$ cat config.mk
export PLATFORM = sky130hd
export DESIGN_NAME = vcl_clutch
export DESIGN_NICKNAME = d
export VERILOG_FILES = /design/src/rtl/vcl_pkg.sv /design/src/rtl/vcl_clutch.sv
export VERILOG_INCLUDE_DIRS = /design/src /design/src/rtl
export SDC_FILE = /design/constraint.sdc
export NUM_CORES = 1
export LEC_CHECK = 0
export CAP_MARGIN = 20
export CORE_MARGIN = 2
export CORE_UTILIZATION = 30
export CTS_CLUSTER_DIAMETER = 200
export CTS_CLUSTER_SIZE = 10
export DETAILED_ROUTE_END_ITERATION = 12
export DONT_BUFFER_PORTS = 1
export GPL_TIMING_DRIVEN = 0
export SYNTH_ARGS = -nofsm -noshare
export SYNTH_HDL_FRONTEND = slang
export SYNTH_SLANG_ARGS = --single-unit
$ cat constraint.sdc
create_clock -name ref_clk -period 25.1 [get_ports ref_clk]
set_input_delay 0 -clock ref_clk [delete_from_list [all_inputs] [get_ports ref_clk]]
set_output_delay 0 -clock ref_clk [all_outputs]
set_load 0.005 [all_outputs]
$ cat src/rtl/vcl_consts.svh
// Constants for the virtual clutch one-shot controller: register offsets,
// field positions, reset values, mode codes and operation-cycle timing.
// Assumes inclusion by bare name from every file that needs a figure.
`ifndef VCL_CONSTS_SVH
`define VCL_CONSTS_SVH

// ----------------------------------------------------------------------
// Register byte offsets
// ----------------------------------------------------------------------
`define VCL_REG_CTRL 5'h00
`define VCL_REG_MODE 5'h04
`define VCL_REG_ON_ADDR 5'h08
`define VCL_REG_OFF_ADDR 5'h0C
`define VCL_REG_STATUS 5'h10

// ----------------------------------------------------------------------
// Field positions
// ----------------------------------------------------------------------
`define VCL_CTRL_CMD_BIT 0
`define VCL_CTRL_ERR_REL_BIT 1
`define VCL_STAT_CLUTCH_BIT 0
`define VCL_STAT_MODE_ERR_BIT 1
`define VCL_STAT_ERR_HOLD_BIT 2
`define VCL_STAT_SEQ_BIT 3
`define VCL_STAT_SERVO_OK_BIT 4

// ----------------------------------------------------------------------
// Reset values and mode codes
// ----------------------------------------------------------------------
`define VCL_MODE_RESET 3'h0
`define VCL_MODE_ADDR2 3'h2
`define VCL_MODE_SHOT_ON 3'h3
`define VCL_MODE_SHOT_OFF 3'h4
`define VCL_MODE_MAX 3'h4
`define VCL_ADDR_RESET 32'h00000000

// ----------------------------------------------------------------------
// Operation cycle timing
// ----------------------------------------------------------------------
`define VCL_CLK_MHZ 200
`define VCL_OP_CYCLE_NS 1000
`define VCL_TICK_CYC ((`VCL_OP_CYCLE_NS * `VCL_CLK_MHZ) / 1000)

`endif

$ cat src/rtl/vcl_pkg.sv
// Types used by the virtual clutch controller.
// Assumes vcl_consts.svh carries every numeric figure.
package vcl_pkg;

   // ----------------------------------------------------------------------
   // Settings as seen by the control logic
   // ----------------------------------------------------------------------
   typedef struct packed
   {
      logic cmd;
      logic err_rel_en;
      logic [2:0] mode;
      logic signed [31:0] on_addr;
      logic signed [31:0] off_addr;
   } vcl_cfg_t;

   // One-shot sequence phase
   typedef enum logic [1:0]
   {
      SEQ_IDLE,
      SEQ_PRE,
      SEQ_POST
   } vcl_seq_t;

endpackage : vcl_pkg

$ cat src/rtl/vcl_clutch.sv
// Virtual clutch controller: address mode 2 and one-shot mode, with an
// Avalon-MM register slave that holds command, mode and the two settings.
// Assumes a 200 MHz ref_clk, synchronous active-low reset and an axis value
// that is synchronous to ref_clk.
//
// The placing of the registers and the Avalon-MM interface to the registers were chosen for this implementation.
`include "vcl_consts.svh"

module vcl_clutch
(
   input wire logic ref_clk,
   input wire logic rstn,
   input wire logic [4:0] address,
   input wire logic read,
   input wire logic write,
   input wire logic [31:0] writedata,
   output logic [31:0] readdata,
   output logic waitrequest,
   input wire logic signed [31:0] axis_pos,
   input wire logic major_err,
   input wire logic servo_off_req,
   output logic clutch_on,
   output logic servo_off_grant
);

   // ----------------------------------------------------------------------
   // Declarations
   // ----------------------------------------------------------------------
   localparam int TICK_CYC = `VCL_TICK_CYC;
   localparam logic [7:0] TICK_LAST = 8'(TICK_CYC - 1);

   vcl_pkg::vcl_cfg_t cfg;
   vcl_pkg::vcl_seq_t seq;
   vcl_pkg::vcl_seq_t next_seq;
   logic [7:0] tick_cnt;
   logic tick;
   logic mode_err;
   logic err_hold;
   logic next_err_hold;
   logic next_on;
   logic cmd_prev;
   logic primed;
   logic signed [31:0] axis_prev;
   logic signed [31:0] acc;
   logic signed [31:0] next_acc;
   logic signed [31:0] pre_t;
   logic signed [31:0] next_pre;
   logic signed [31:0] post_t;
   logic signed [31:0] next_post;
   logic signed [31:0] delta;
   logic rise;
   logic bus_take;

   // ----------------------------------------------------------------------
   // Helper functions
   // ----------------------------------------------------------------------
   // True when the axis moved through addr between two samples, either way
   function automatic logic crossed(input logic signed [31:0] prev,
                                    input logic signed [31:0] cur,
                                    input logic signed [31:0] addr);
      crossed = ((prev < addr) && (cur >= addr)) || ((prev > addr) && (cur <= addr));
   endfunction : crossed

   // True when a signed travel has met its signed target
   function automatic logic reached(input logic signed [31:0] trav,
                                    input logic signed [31:0] tgt);
      reached = (tgt >= 0) ? (trav >= tgt) : (trav <= tgt);
   endfunction : reached

   // True when the axis met addr at or after first in its direction of travel
   function automatic logic passes(input logic signed [31:0] prev,
                                   input logic signed [31:0] cur,
                                   input logic signed [31:0] first,
                                   input logic signed [31:0] addr);
      passes = crossed(prev, cur, addr) && ((cur >= prev) ? (addr >= first) : (addr <= first));
   endfunction : passes

   // ----------------------------------------------------------------------
   // Operation-cycle tick
   // ----------------------------------------------------------------------
   // Divider gives a one-cycle enable; all clutch state moves on it
   always_ff @(posedge ref_clk)
   begin
      if (!rstn)
      begin
         tick_cnt <= 8'h00;
         tick <= 1'b0;
      end
      else
      begin
         tick_cnt <= (tick_cnt == TICK_LAST) ? 8'h00 : tick_cnt + 8'h01;
         tick <= (tick_cnt == TICK_LAST);
      end
   end

   // ----------------------------------------------------------------------
   // Avalon-MM slave
   // ----------------------------------------------------------------------
   // One wait state per access; writes land when waitrequest is low
   assign bus_take = (read || write) && !waitrequest;

   always_ff @(posedge ref_clk)
   begin
      if (!rstn)
         waitrequest <= 1'b1;
      else
         waitrequest <= !((read || write) && waitrequest);
   end

   // Read data is captured during the wait cycle so it stands on release
   always_ff @(posedge ref_clk)
   begin
      if (!rstn)
         readdata <= 32'h00000000;
      else if (read && waitrequest)
      begin
         if (address == `VCL_REG_CTRL)
            readdata <= {30'h00000000, cfg.err_rel_en, cfg.cmd};
         else if (address == `VCL_REG_MODE)
            readdata <= {29'h00000000, cfg.mode};
         else if (address == `VCL_REG_ON_ADDR)
            readdata <= cfg.on_addr;
         else if (address == `VCL_REG_OFF_ADDR)
            readdata <= cfg.off_addr;
         else if (address == `VCL_REG_STATUS)
            readdata <= {27'h0000000, servo_off_grant, (seq != vcl_pkg::SEQ_IDLE),
                         err_hold, mode_err, clutch_on};
         else
            readdata <= 32'h00000000; // Unmapped reads as zero
      end
   end

   // Control word: command bit and error-time release option
   always_ff @(posedge ref_clk)
   begin
      if (!rstn)
      begin
         cfg.cmd <= 1'b0;
         cfg.err_rel_en <= 1'b0;
      end
      else if (bus_take && write && (address == `VCL_REG_CTRL))
      begin
         cfg.cmd <= writedata[`VCL_CTRL_CMD_BIT];
         cfg.err_rel_en <= writedata[`VCL_CTRL_ERR_REL_BIT];
      end
   end

   // Mode selector; a bad value is flagged and the old mode stays in force
   always_ff @(posedge ref_clk)
   begin
      if (!rstn)
      begin
         cfg.mode <= `VCL_MODE_RESET;
         mode_err <= 1'b0;
      end
      else if (bus_take && write && (address == `VCL_REG_MODE))
      begin
         mode_err <= (writedata > 32'(`VCL_MODE_MAX));
         if (writedata <= 32'(`VCL_MODE_MAX))
            cfg.mode <= writedata[2:0];
      end
   end

   // Settings are whole 32-bit words, so no half-written value is seen
   always_ff @(posedge ref_clk)
   begin
      if (!rstn)
      begin
         cfg.on_addr <= `VCL_ADDR_RESET;
         cfg.off_addr <= `VCL_ADDR_RESET;
      end
      else if (bus_take && write && (address == `VCL_REG_ON_ADDR))
         cfg.on_addr <= writedata;
      else if (bus_take && write && (address == `VCL_REG_OFF_ADDR))
         cfg.off_addr <= writedata;
   end

   // ----------------------------------------------------------------------
   // Clutch decision for one operation cycle
   // ----------------------------------------------------------------------
   // Movement since last tick wraps like the axis counter does
   assign delta = primed ? (axis_pos - axis_prev) : 32'sh00000000;
   assign rise = cfg.cmd && !cmd_prev;

   // Both points met in one cycle are taken in the order the axis meets them,
   // so only a pass that would return the state leaves the status bit alone
   always_comb
   begin
      next_on = clutch_on;
      next_seq = seq;
      next_acc = acc;
      next_pre = pre_t;
      next_post = post_t;
      next_err_hold = err_hold;
      if (err_hold)
      begin
         next_on = 1'b0;
         next_seq = vcl_pkg::SEQ_IDLE;
         if (!cfg.cmd && !major_err)
            next_err_hold = 1'b0;
      end
      else if (cfg.err_rel_en && major_err)
      begin
         next_on = 1'b0;
         next_seq = vcl_pkg::SEQ_IDLE;
         next_err_hold = 1'b1;
      end
      else if (cfg.mode == `VCL_MODE_ADDR2)
      begin
         next_seq = vcl_pkg::SEQ_IDLE;
         if (!cfg.cmd)
            next_on = 1'b0;
         else if (primed && !clutch_on)
         begin
            if (crossed(axis_prev, axis_pos, cfg.on_addr))
               next_on = 1'b1;
            if (next_on && passes(axis_prev, axis_pos, cfg.on_addr, cfg.off_addr))
               next_on = 1'b0;
         end
         else if (primed)
         begin
            if (crossed(axis_prev, axis_pos, cfg.off_addr))
               next_on = 1'b0;
            if (!next_on && passes(axis_prev, axis_pos, cfg.off_addr, cfg.on_addr))
               next_on = 1'b1;
         end
      end
      else if ((cfg.mode == `VCL_MODE_SHOT_ON) || (cfg.mode == `VCL_MODE_SHOT_OFF))
      begin
         // a running sequence ignores the command and a switch between modes 3 and 4
         if (seq == vcl_pkg::SEQ_IDLE)
         begin
            next_on = 1'b0;
            if ((cfg.mode == `VCL_MODE_SHOT_ON) && rise)
            begin
               next_seq = vcl_pkg::SEQ_PRE;
               next_acc = 32'sh00000000;
               next_pre = cfg.off_addr;
               next_post = cfg.on_addr;
            end
         end
         else
            next_acc = acc + delta;
         if ((next_seq == vcl_pkg::SEQ_PRE) && reached(next_acc, next_pre))
         begin
            next_seq = vcl_pkg::SEQ_POST;
            next_acc = next_acc - next_pre;
            next_on = 1'b1;
         end
         if ((next_seq == vcl_pkg::SEQ_POST) && reached(next_acc, next_post))
         begin
            next_seq = vcl_pkg::SEQ_IDLE;
            next_on = 1'b0;
         end
      end
      else
      begin
         next_on = 1'b0;
         next_seq = vcl_pkg::SEQ_IDLE;
      end
   end

   // ----------------------------------------------------------------------
   // Operation-cycle state
   // ----------------------------------------------------------------------
   // State and edge history move only on the tick; first tick only primes
   always_ff @(posedge ref_clk)
   begin
      if (!rstn)
      begin
         clutch_on <= 1'b0;
         seq <= vcl_pkg::SEQ_IDLE;
         acc <= 32'sh00000000;
         pre_t <= 32'sh00000000;
         post_t <= 32'sh00000000;
         err_hold <= 1'b0;
         cmd_prev <= 1'b0;
         axis_prev <= 32'sh00000000;
         primed <= 1'b0;
      end
      else if (tick)
      begin
         clutch_on <= next_on;
         seq <= next_seq;
         acc <= next_acc;
         pre_t <= next_pre;
         post_t <= next_post;
         err_hold <= next_err_hold;
         cmd_prev <= cfg.cmd;
         axis_prev <= axis_pos;
         primed <= 1'b1;
      end
   end

   // Servo-off is honoured only once the command is low and clutch is off
   always_ff @(posedge ref_clk)
   begin
      if (!rstn)
         servo_off_grant <= 1'b0;
      else
         servo_off_grant <= servo_off_req && !cfg.cmd && !clutch_on;
   end

   // ----------------------------------------------------------------------
   // Assertions
   // ----------------------------------------------------------------------
   chk_mode_range: assert property (@(posedge ref_clk) disable iff (!rstn)
      cfg.mode <= `VCL_MODE_MAX)
      else $error("mode outside zero to four");

   chk_bad_mode_kept: assert property (@(posedge ref_clk) disable iff (!rstn)
      (bus_take && write && (address == `VCL_REG_MODE) && (writedata > 32'h4))
      |=> ($stable(cfg.mode) && mode_err))
      else $error("bad mode value was accepted");

   chk_status_tick: assert property (@(posedge ref_clk) disable iff (!rstn)
      !$stable(clutch_on) |-> $past(tick))
      else $error("clutch status moved off the tick");

   chk_error_release: assert property (@(posedge ref_clk) disable iff (!rstn)
      (tick && cfg.err_rel_en && major_err) |=> (!clutch_on && err_hold))
      else $error("major error did not release clutch");

   chk_mode4_idle: assert property (@(posedge ref_clk) disable iff (!rstn)
      (tick && !err_hold && (cfg.mode == `VCL_MODE_SHOT_OFF) && (seq == vcl_pkg::SEQ_IDLE))
      |=> (!clutch_on && (seq == vcl_pkg::SEQ_IDLE)))
      else $error("mode four engaged or started");

   chk_zero_pre: assert property (@(posedge ref_clk) disable iff (!rstn)
      (tick && !err_hold && !(cfg.err_rel_en && major_err) && rise
       && (cfg.mode == `VCL_MODE_SHOT_ON) && (seq == vcl_pkg::SEQ_IDLE)
       && (cfg.off_addr == 0) && (cfg.on_addr != 0))
      |=> (clutch_on && (seq == vcl_pkg::SEQ_POST)))
      else $error("zero pre-travel did not engage at once");

   chk_servo_grant: assert property (@(posedge ref_clk) disable iff (!rstn)
      servo_off_grant |-> ($past(!cfg.cmd) && $past(!clutch_on)))
      else $error("servo-off granted while command or clutch on");

   chk_mode2_cmd_low: assert property (@(posedge ref_clk) disable iff (!rstn)
      (tick && (cfg.mode == `VCL_MODE_ADDR2) && !cfg.cmd) |=> !clutch_on)
      else $error("mode two engaged with command low");

   chk_bus_wait: assert property (@(posedge ref_clk) disable iff (!rstn)
      ((read || write) && waitrequest) |=> !waitrequest ##1 waitrequest)
      else $error("bus answer not one wait state");

endmodule : vcl_clutch

# Word level (Yosys, flattened, before mapping)
# Index checks and enable logic that the tools add are counted.
# word_totals
ff_bits	247
out_inout_bits	35
elab_cells	183
# classes
addsub	4
magnitude_cmp	21
eq_ne	12
muxes	77
n_bitwise	5
reduce_logical	44
# op_table
cell	count
32-bit two-way mux	28
32-bit >= comparator	7
32-bit <= comparator	6
32-bit by 1-bit >= comparator with 1-bit output (second input constant)	2
32-bit greater-than comparator	2
32-bit < comparator	2
32-bit subtractor	2
32-bit adder	1
32-bit by 3-bit greater-than comparator with 1-bit output (second input constant)	1
32-bit by 3-bit <= comparator with 1-bit output (second input constant)	1
1-bit two-way mux	32
2-bit two-way mux	16
1-bit logical AND	25
5-bit by 4-bit == test with 1-bit output (second input constant)	2
8-bit by 1-bit adder with 8-bit output (second input constant)	1
8-bit == test (second input constant)	1
1-bit zero test	7
7-bit by 4-bit inequality test with 1-bit output (second input constant)	1
3-bit by 2-bit == test with 1-bit output (second input constant)	2
6-bit by 5-bit inequality test with 1-bit output (second input constant)	1
5-bit by 3-bit == test with 1-bit output (second input constant)	1
5-bit == test (second input constant)	1
5-bit zero test	1
5-bit two-way mux	1
other kinds (11)	19

# Longest topological paths before layout
# Gate-level depths: netlist of run 1.
# depth
ltp_word	25
depth_mapped	49
mapped_depth_nobuf	47

# Worst setup path before layout of run 1
# OpenSTA, ideal clock, no wires.
# synth_path
kind	flip-flop to flip-flop
from	reg axis_prev[0]
to	reg clutch_on
arrival_ps	9481
required_ps	24999
path_slack_ps	15518
path_stages_with_launch	49
cell_sequence	dfxtp_1 ha_1 fa_1 nand2b_1 a21oi_1 o21ai_0 a21oi_1 o21ai_0 o21ai_0 a31oi_1 a2bb2oi_1 a211oi_1 a21boi_0 mux2i_1 ha_1 nand4_1 nor4_2 nand2_1 [13 not listed] o221ai_4 nor2_4 buf_6 clkbuf_1 nand2_1 nand2_1 ha_1 a21o_1 a21oi_1 nor2_1 a2111oi_0 nor2_1 nor3b_1 a31o_2 mux2_2 nand4_1 a221o_1 o41ai_1
# synth_between
elab_chain_cells	24
# synth_lines
element	line_no	rtl
from (decl)	vcl_clutch.sv:43	logic signed [31:0] axis_prev;
from (signal assigned)	vcl_clutch.sv:290	axis_prev <= axis_pos;
32-bit subtractor	vcl_clutch.sv:182	assign delta = primed ? (axis_pos - axis_prev) : 32'sh00000000;
32-bit two-way mux	vcl_clutch.sv:182	
32-bit adder	vcl_clutch.sv:243	next_acc = acc + delta;
32-bit two-way mux	vcl_clutch.sv:231	if (seq == vcl_pkg::SEQ_IDLE)
32-bit two-way mux	vcl_clutch.sv:228	else if ((cfg.mode == `VCL_MODE_SHOT_ON) || (cfg.mode == `VCL_MODE_SHOT_OFF))
32-bit two-way mux	vcl_clutch.sv:208	else if (cfg.mode == `VCL_MODE_ADDR2)
32-bit two-way mux	vcl_clutch.sv:202	else if (cfg.err_rel_en && major_err)
32-bit two-way mux	vcl_clutch.sv:195	if (err_hold)
[8 not listed]	n/a	
32-bit <= comparator / 32-bit >= comparator (equally long branches)	vcl_clutch.sv:67	reached = (tgt >= 0) ? (trav >= tgt) : (trav <= tgt);
1-bit two-way mux	vcl_clutch.sv:67	
1-bit logical AND	vcl_clutch.sv:250	if ((next_seq == vcl_pkg::SEQ_POST) && reached(next_acc, next_post))
1-bit two-way mux	vcl_clutch.sv:250	
1-bit two-way mux	vcl_clutch.sv:228	
1-bit two-way mux	vcl_clutch.sv:208	
1-bit two-way mux	vcl_clutch.sv:202	
1-bit two-way mux	vcl_clutch.sv:195	
to (signal assigned)	vcl_clutch.sv:283	clutch_on <= next_on;
to (decl)	vcl_clutch.sv:22	output logic clutch_on,
# Several ways; a longest one is shown, not always the timed one. The select of a mux whose other input is x is not followed.
# A chain may end at the register's enable or synchronous reset.

# Final worst setup path of run 1
# Same ends and word-level chain as after synthesis.

==> out/metrics.csv, run 1 <==
metric;value;unit
yosysSeqAreaShare;24.2;%
fp.dieW;265;um
status;finished clean;
endpoint_kind;flop;
final-seq-area;4940;sq um
pwr-share-clk;43.5;%
antenna_found_initial;10;
cts.sinks;247;
wl_per_cell;22.3;um
cts_tree;yes;
swShare;27.0;%
critPathSlowestCell;nor4_1;
fmax;78.2;MHz
synth_cell_types;89;
die_y;265;um
syn-num-nets;2964;
globalplace.congestion;0.969;
avgSynthCellArea;7.86;sq um
slew_headroom;19.3;%
synth_flop_cell;dfxtp_1;
reg2regPathDepth;46;
rsz0062_at_grt;false;
fillCellCount;7129;
combPwrFrac;10.1;%
p_seq_share;46.4;%
min_period_over_period;50.9;%
drive_above_1_share;3.28;%
design_area;23100;sq um
hold_viol;0;
fin_setup_tns;0;ns
power_switching;0.230;mW
clock_path_buffers;3;
hold_class;input port to flop;
place_hpwl;64.4;mm
areaGrowthSynthToFinish;13.0;%
vias;20224;
grt_pass1_wl;118;mm
drv_cap;0;
grt_max_degree;15;
crit_required;25.60;ns
cts_resized;0;
ir_drop;54.7;uV
ys_ff_latch;247;
internal_power;0.622;mW
dp_slack;12.86;ns
row_count;95;
synth_cells;2598;
yosys_warnings;0;
path_class;flop to flop;
fin_cells;3586;
path_max_fanout;10;
dpl_cell_area;21600;sq um
syn_area;20400;sq um
grt_pass1_vias;18652;
drv_slew;0;
insertion_delay;0.60;ns
cp_common_cell;o21ai_0;
routed_wl;79.8;mm
drt_iter0_drc;2175;
cp-start-kind;flop;
cts_buffers;28;
start_util;30.3;%
power.density;36.9;nW/um^2
multiInputGateArea;14500;sq um
p_leak;8.87;nW
worstPathArrival;13.28;ns
final_nets;3076;
path_clk_slew;0.06;ns
route.detailed.drc;0;
skew;0.0500;ns
firstDrtPassIters;6;
die_area;70100;sq um
final_cell_mix;ha_1 (288), a21oi_1 (275), nor2_1 (257), nand2_1 (253), dfxtp_1 (247);
track_usage;22.0;%
async_reset_ff_share;0;%
cts-root-buf;clkbuf_16;
critPathMaxStageDelay;0.85;ns
tightest_slew;1.20;ns
io_pins;110;
hold_path_depth;4;
overflow;0;
placed_cells;3476;
cts_max_level;1;
core_area;67300;sq um
finalCriticalPeriod;12.78;ns
routed_via_density;5.64;
final-setup-viol-count;0;
timing.final.ws_setup;12.32;ns
layout_commonest_cell;ha_1;
postRouteAntennaNets;0;
synth_edf_count;0;
port-buffer-count;0;
whs;0.0280;ns
==> cell families after synthesis <==
| family | Yosys count | synth area share, % |
|---|---|---|
| flops | 247 | 24.2 |
| simple gates | 844 | 19.3 |
| xor+xnor | 85 | 3.68 |
| mux | 150 | 7.55 |
| compound gates | 730 | 22.6 |
| buf+inv | 251 | 4.72 |
| fa+ha+maj | 291 | 17.9 |
==> worst paths after layout <==
path | start | endpoint | slack (ns)
worst max-delay path | axis_prev[0] | clutch_on | 12.32
worst min-delay path | address[3] | readdata[2] | 0.03
worst max register to register | axis_prev[0] | clutch_on | 12.32
worst min register to register | pre_t[0] | pre_t[0] | 0.46
==> critical path: cells and delay by family, from the launching register on <==
kind                       cells  cell delay (ns)
DFF                            1             0.33
buffers and inverters          2             0.72
xor gates and xnor gates       1             0.16
AOI/OAI and AO/OA             21             5.26
muxes                          1             0.19
and+or+nand+nor               16             4.32
adders and majority gates      5             1.66
==> metrics by stage <==
step | util, % | power, mW
after floorplan | - | 0.452
after global placement | 32.0 | 0.473
after detailed placement | 32.0 | 0.474
after CTS | 34.2 | 0.852
after global routing | 34.3 | 0.873
final | 34.3 | 0.852
==> cell usage after synthesis (41+ instances only) <==
library cell,instances,area (sq um)
a211oi_1,89,668
a21o_1,45,338
a21oi_1,275,1380
clkbuf_1,97,364
dfxtp_1,247,4940
ha_1,288,3600
inv_1,140,526
mux2i_1,132,1320
nand2_1,253,950
nand2b_1,43,269
nand3_1,61,305
nand4_1,54,338
nor2_1,257,965
nor3_1,60,300
o21ai_0,137,686
xnor2_1,43,377
xor2_1,41,359
==> repair_timing <==
| item | CTS | global route |
|---|---|---|
| hold endpoints to repair | 115 | 0 |
| setup buffers | 0 | 0 |
| hold buffers | 76 | 0 |
==> power by group through the flow <==
stage / Combinational (mW) / Clock (mW) / Sequential [mW]
after floorplan: 0.0485 / 0 / 0.403
after global placement: 0.0690 / 0 / 0.404
after detailed placement: 0.0698 / 0 / 0.404
after CTS: 0.0833 / 0.374 / 0.395
after global routing: 0.0925 / 0.386 / 0.395
final: 0.0860 / 0.371 / 0.395
==> flip-flops by register name (all words and copies together), names as in the netlist <==
signal,cells
readdata,32
seq,2
acc,32
tick_cnt,8
pre_t,32
waitrequest,1
axis_prev,32
cfg,69
post_t,32
tick,1
clutch_on,1
cmd_prev,1
err_hold,1
primed,1
mode_err,1
servo_off_grant,1
==> layout make-up <==
type                       instances  area share, %
tap                              873           4.74
timing repair buffer              82           3.56
antenna                            3         0.0326
sequential                       247           21.4
inverter                         142           2.31
multi-input combinational       2100           62.9
clock inverter                     2         0.0922
clock buffer                      28           3.04
buffer                           109           1.87
==> metal layers <==
metal / part of all wire [%] / track usage, % / up-vias
met5: 0.079 / 0 / -
met4: 3.4 / 6.52 / 10
met1: 45 / 30.8 / 9512
met3: 9.4 / 4.42 / 143
li1: - / - / 9691
met2: 42 / 34.0 / 868
Note: power is estimated with default switching activity, not from simulation.
==> run 2: changes to the inputs <==
--- a/config.mk
+++ b/config.mk
@@ -6,6 +6,7 @@
 export SDC_FILE = /design/constraint.sdc
 export NUM_CORES = 1
 export LEC_CHECK = 0
+export ABC_AREA = 1
 export CAP_MARGIN = 20
 export CORE_MARGIN = 2
 export CORE_UTILIZATION = 30
==> constraint.sdc (replaced) <==
create_clock -name ref_clk -period 13 [get_ports ref_clk]
set_input_delay 0 -clock ref_clk [delete_from_list [all_inputs] [get_ports ref_clk]]
set_output_delay 0 -clock ref_clk [all_outputs]
set_load 0.005 [all_outputs]
==> run 2 against run 1 <==
Against the previous run: non-clock buffer count stayed put; final area is 1.0% lower; cell count is 11% higher; critical path depth is 11 higher; global-route usage is 1.0 points lower; first-iteration DRC count is 19% lower; fmax is 26% higher; hold slack better by 0.052 ns; sequential power is 93% higher.
==> out/metrics.csv, run 2 <==
metric;value;unit
place_hpwl;59.9;mm
status;finished clean;
cts_buffers;28;
die_area;69400;sq um
grt_pass1_wl;114;mm
drt_iter0_drc;1761;
yosys_warnings;0;
io_pins;110;
slew_headroom;27.0;%
ys_ff_latch;247;
synth_top_cells_by_area;dfxtp_1 (25%), ha_1 (18%), nand2_1 (10%), a21oi_1 (10%), inv_1 (7.5%);
globalplace.congestion;0.899;
min_period_over_period;77.9;%
critPathSlowestCell;nor3_1;
port-buffer-count;0;
yosysMostFrequentCell;nand2_1;
final-setup-viol-count;0;
critPathMaxStageDelay;0.44;ns
crit_required;13.52;ns
start_util;30.2;%
antenna_found_initial;1;
areaGrowthSynthToFinish;13.1;%
worstReg2RegStart;axis_prev[0];
power.density;71.2;nW/um^2
die_y;263;um
fp.dieW;263;um
grt_max_degree;15;
hold_class;input port to flop;
track_usage;21.0;%
cts_tree;yes;
ir_drop;93.9;uV
tightest_slew;1.10;ns
yosysSeqAreaShare;24.5;%
synth_edf_count;0;
synth_area_leader_cell;dfxtp_1;
synth_cell_types;56;
postRouteAntennaNets;0;
largest_reg_flops;69;
critPathLaunch;axis_prev[0];
ff2ff_setup_slack;2.88;ns
path_clk_slew;0.07;ns
insertedDiodeCount;0;
path_class;flop to flop;
fillCellCount;7210;
design_area;22800;sq um
p_leak;10.1;nW
layout_commonest_cell;nand2_1;
row_count;95;
routed_via_density;5.18;
grt_pass1_vias;19675;
overflow;0;
clock_path_buffers;3;
synth_commonest_cells;nand2_1 (561), a21oi_1 (418), inv_1 (402), ha_1 (288), dfxtp_1 (247);
hold_start;address[4];
cts_setup_buffers;0;
syn-num-nets;3360;
drv_cap;0;
cts_max_level;1;
synth_cells;2994;
skew;0.0199;ns
wl_met2;33.1;mm
dpl_cell_area;21300;sq um
worstPathArrival;10.64;ns
finalCriticalPeriod;10.12;ns
route.detailed.drc;0;
cp_common_cell;nand2_1;
synth_flop_cell;dfxtp_1;
fin_setup_tns;0;ns
regMostFlops;cfg;
routed_wl;74.6;mm
path_max_fanout;10;
rsz0062_at_grt;false;
drv_slew;0;
async_reset_ff_share;0;%
final_cell_mix;nand2_1 (561), a21oi_1 (418), inv_1 (402), ha_1 (288), dfxtp_1 (247);
fmax;98.8;MHz
final_nets;3473;
wl_met1;32.9;mm
hold_viol;0;
core_area;66900;sq um
synth_top_area_share;24.5;%
highest-signal-layer;met4;
firstDrtPassIters;5;
insertion_delay;0.59;ns
avgSynthCellArea;6.74;sq um
wl_met3;5.71;mm
cts-root-buf;clkbuf_16;
endpoint_kind;flop;
drive_above_1_share;2.45;%
syn_area;20200;sq um
wl_per_cell;18.8;um
cp-start-kind;flop;
vias;20609;
cts.sinks;247;
run 2: cell types whose count changed in the layout (fill, tap and decap cells not counted), sizes merged, moves of 42 or more:
cell / previous run / this run
nor2: 259 / 217
o21ai: 142 / 305
nand2b: 43 / 0
a21oi: 276 / 420
a211oi: 90 / 8
mux2i: 133 / 0
nand2: 255 / 563
inv: 140 / 407
o211ai: 16 / 70
run 2: cell type report:
cell class | instances | area (sq um) | area share [%]
Multi-Input combinational cell | 2229 | 13300 | 58.1
Timing Repair Buffer | 83 | 831 | 3.64
Inverter | 410 | 1540 | 6.74
Tap cell | 873 | 1090 | 4.79
Buffer | 108 | 428 | 1.87
Clock inverter | 2 | 21.3 | 0.0932
Clock buffer | 28 | 701 | 3.07
Sequential cell | 247 | 4940 | 21.7
run 2: timing repair:
item / 4_1_cts / 5_1_grt
resized for setup: 0 / 0
endpoints found under the hold margin: 110 / 0
hold buffers: 83 / 0
run 2: layer usage:
layer | track usage (%) | vias to the layer above
met5 | 0 | -
met4 | 7.47 | 0
met3 | 3.11 | 137
met2 | 34.4 | 720
met1 | 28.1 | 9368
li1 | - | 10384
run 2: critical path, delay by kind of cell (launching register included):
family | cells | cell delay [ns]
adders and majority gates | 5 | 1.70
AOI/OAI and AO/OA | 14 | 2.96
and+or+nand+nor | 31 | 4.05
buffers and inverters | 6 | 0.67
xor gates and xnor gates | 1 | 0.34
DFF | 1 | 0.34
run 2: worst paths after layout:
path / endpoint / depth (start not counted)
setup / recovery: clutch_on / 57
hold / removal: readdata[2] / 5
setup reg to reg: clutch_on / 57
hold reg to reg: tick_cnt[0] / 1
run 2: power by group:
| group | switching [mW] | total [mW] | internal (mW) |
|---|---|---|---|
| clock | 0.327 | 0.704 | 0.377 |
| combinational | 0.101 | 0.160 | 0.0589 |
| sequential | 0.00169 | 0.761 | 0.759 |
run 2: kinds of logic after synthesis:
group                    after synthesis  synth area share, %
AND/OR/NAND/NOR                      958                 19.7
AO/OA/AOI/OAI                        923                 25.4
buffers and inverters                518                 9.75
adder cells (fa/ha/maj)              291                 18.2
flip-flops                           247                 24.5
XOR/XNOR                              57                 2.47
run 2: stage by stage:
step | total power, mW | worst slack [ns] | hold WS (ns) | cells | util (%)
2_1_floorplan | 0.873 | 5.76 | 0.116 | 2994 | -
3_3_place_gp | 0.910 | 3.13 | 0.120 | 3867 | 31.8
3_5_place_dp | 0.911 | 3.17 | 0.127 | 3867 | 31.8
4_1_cts | 1.64 | 3.09 | 0.0246 | 3980 | 34.1
5_1_grt | 1.68 | 2.10 | 0.0985 | 3980 | 34.1
6_report | 1.63 | 2.88 | 0.0801 | 3980 | 34.1
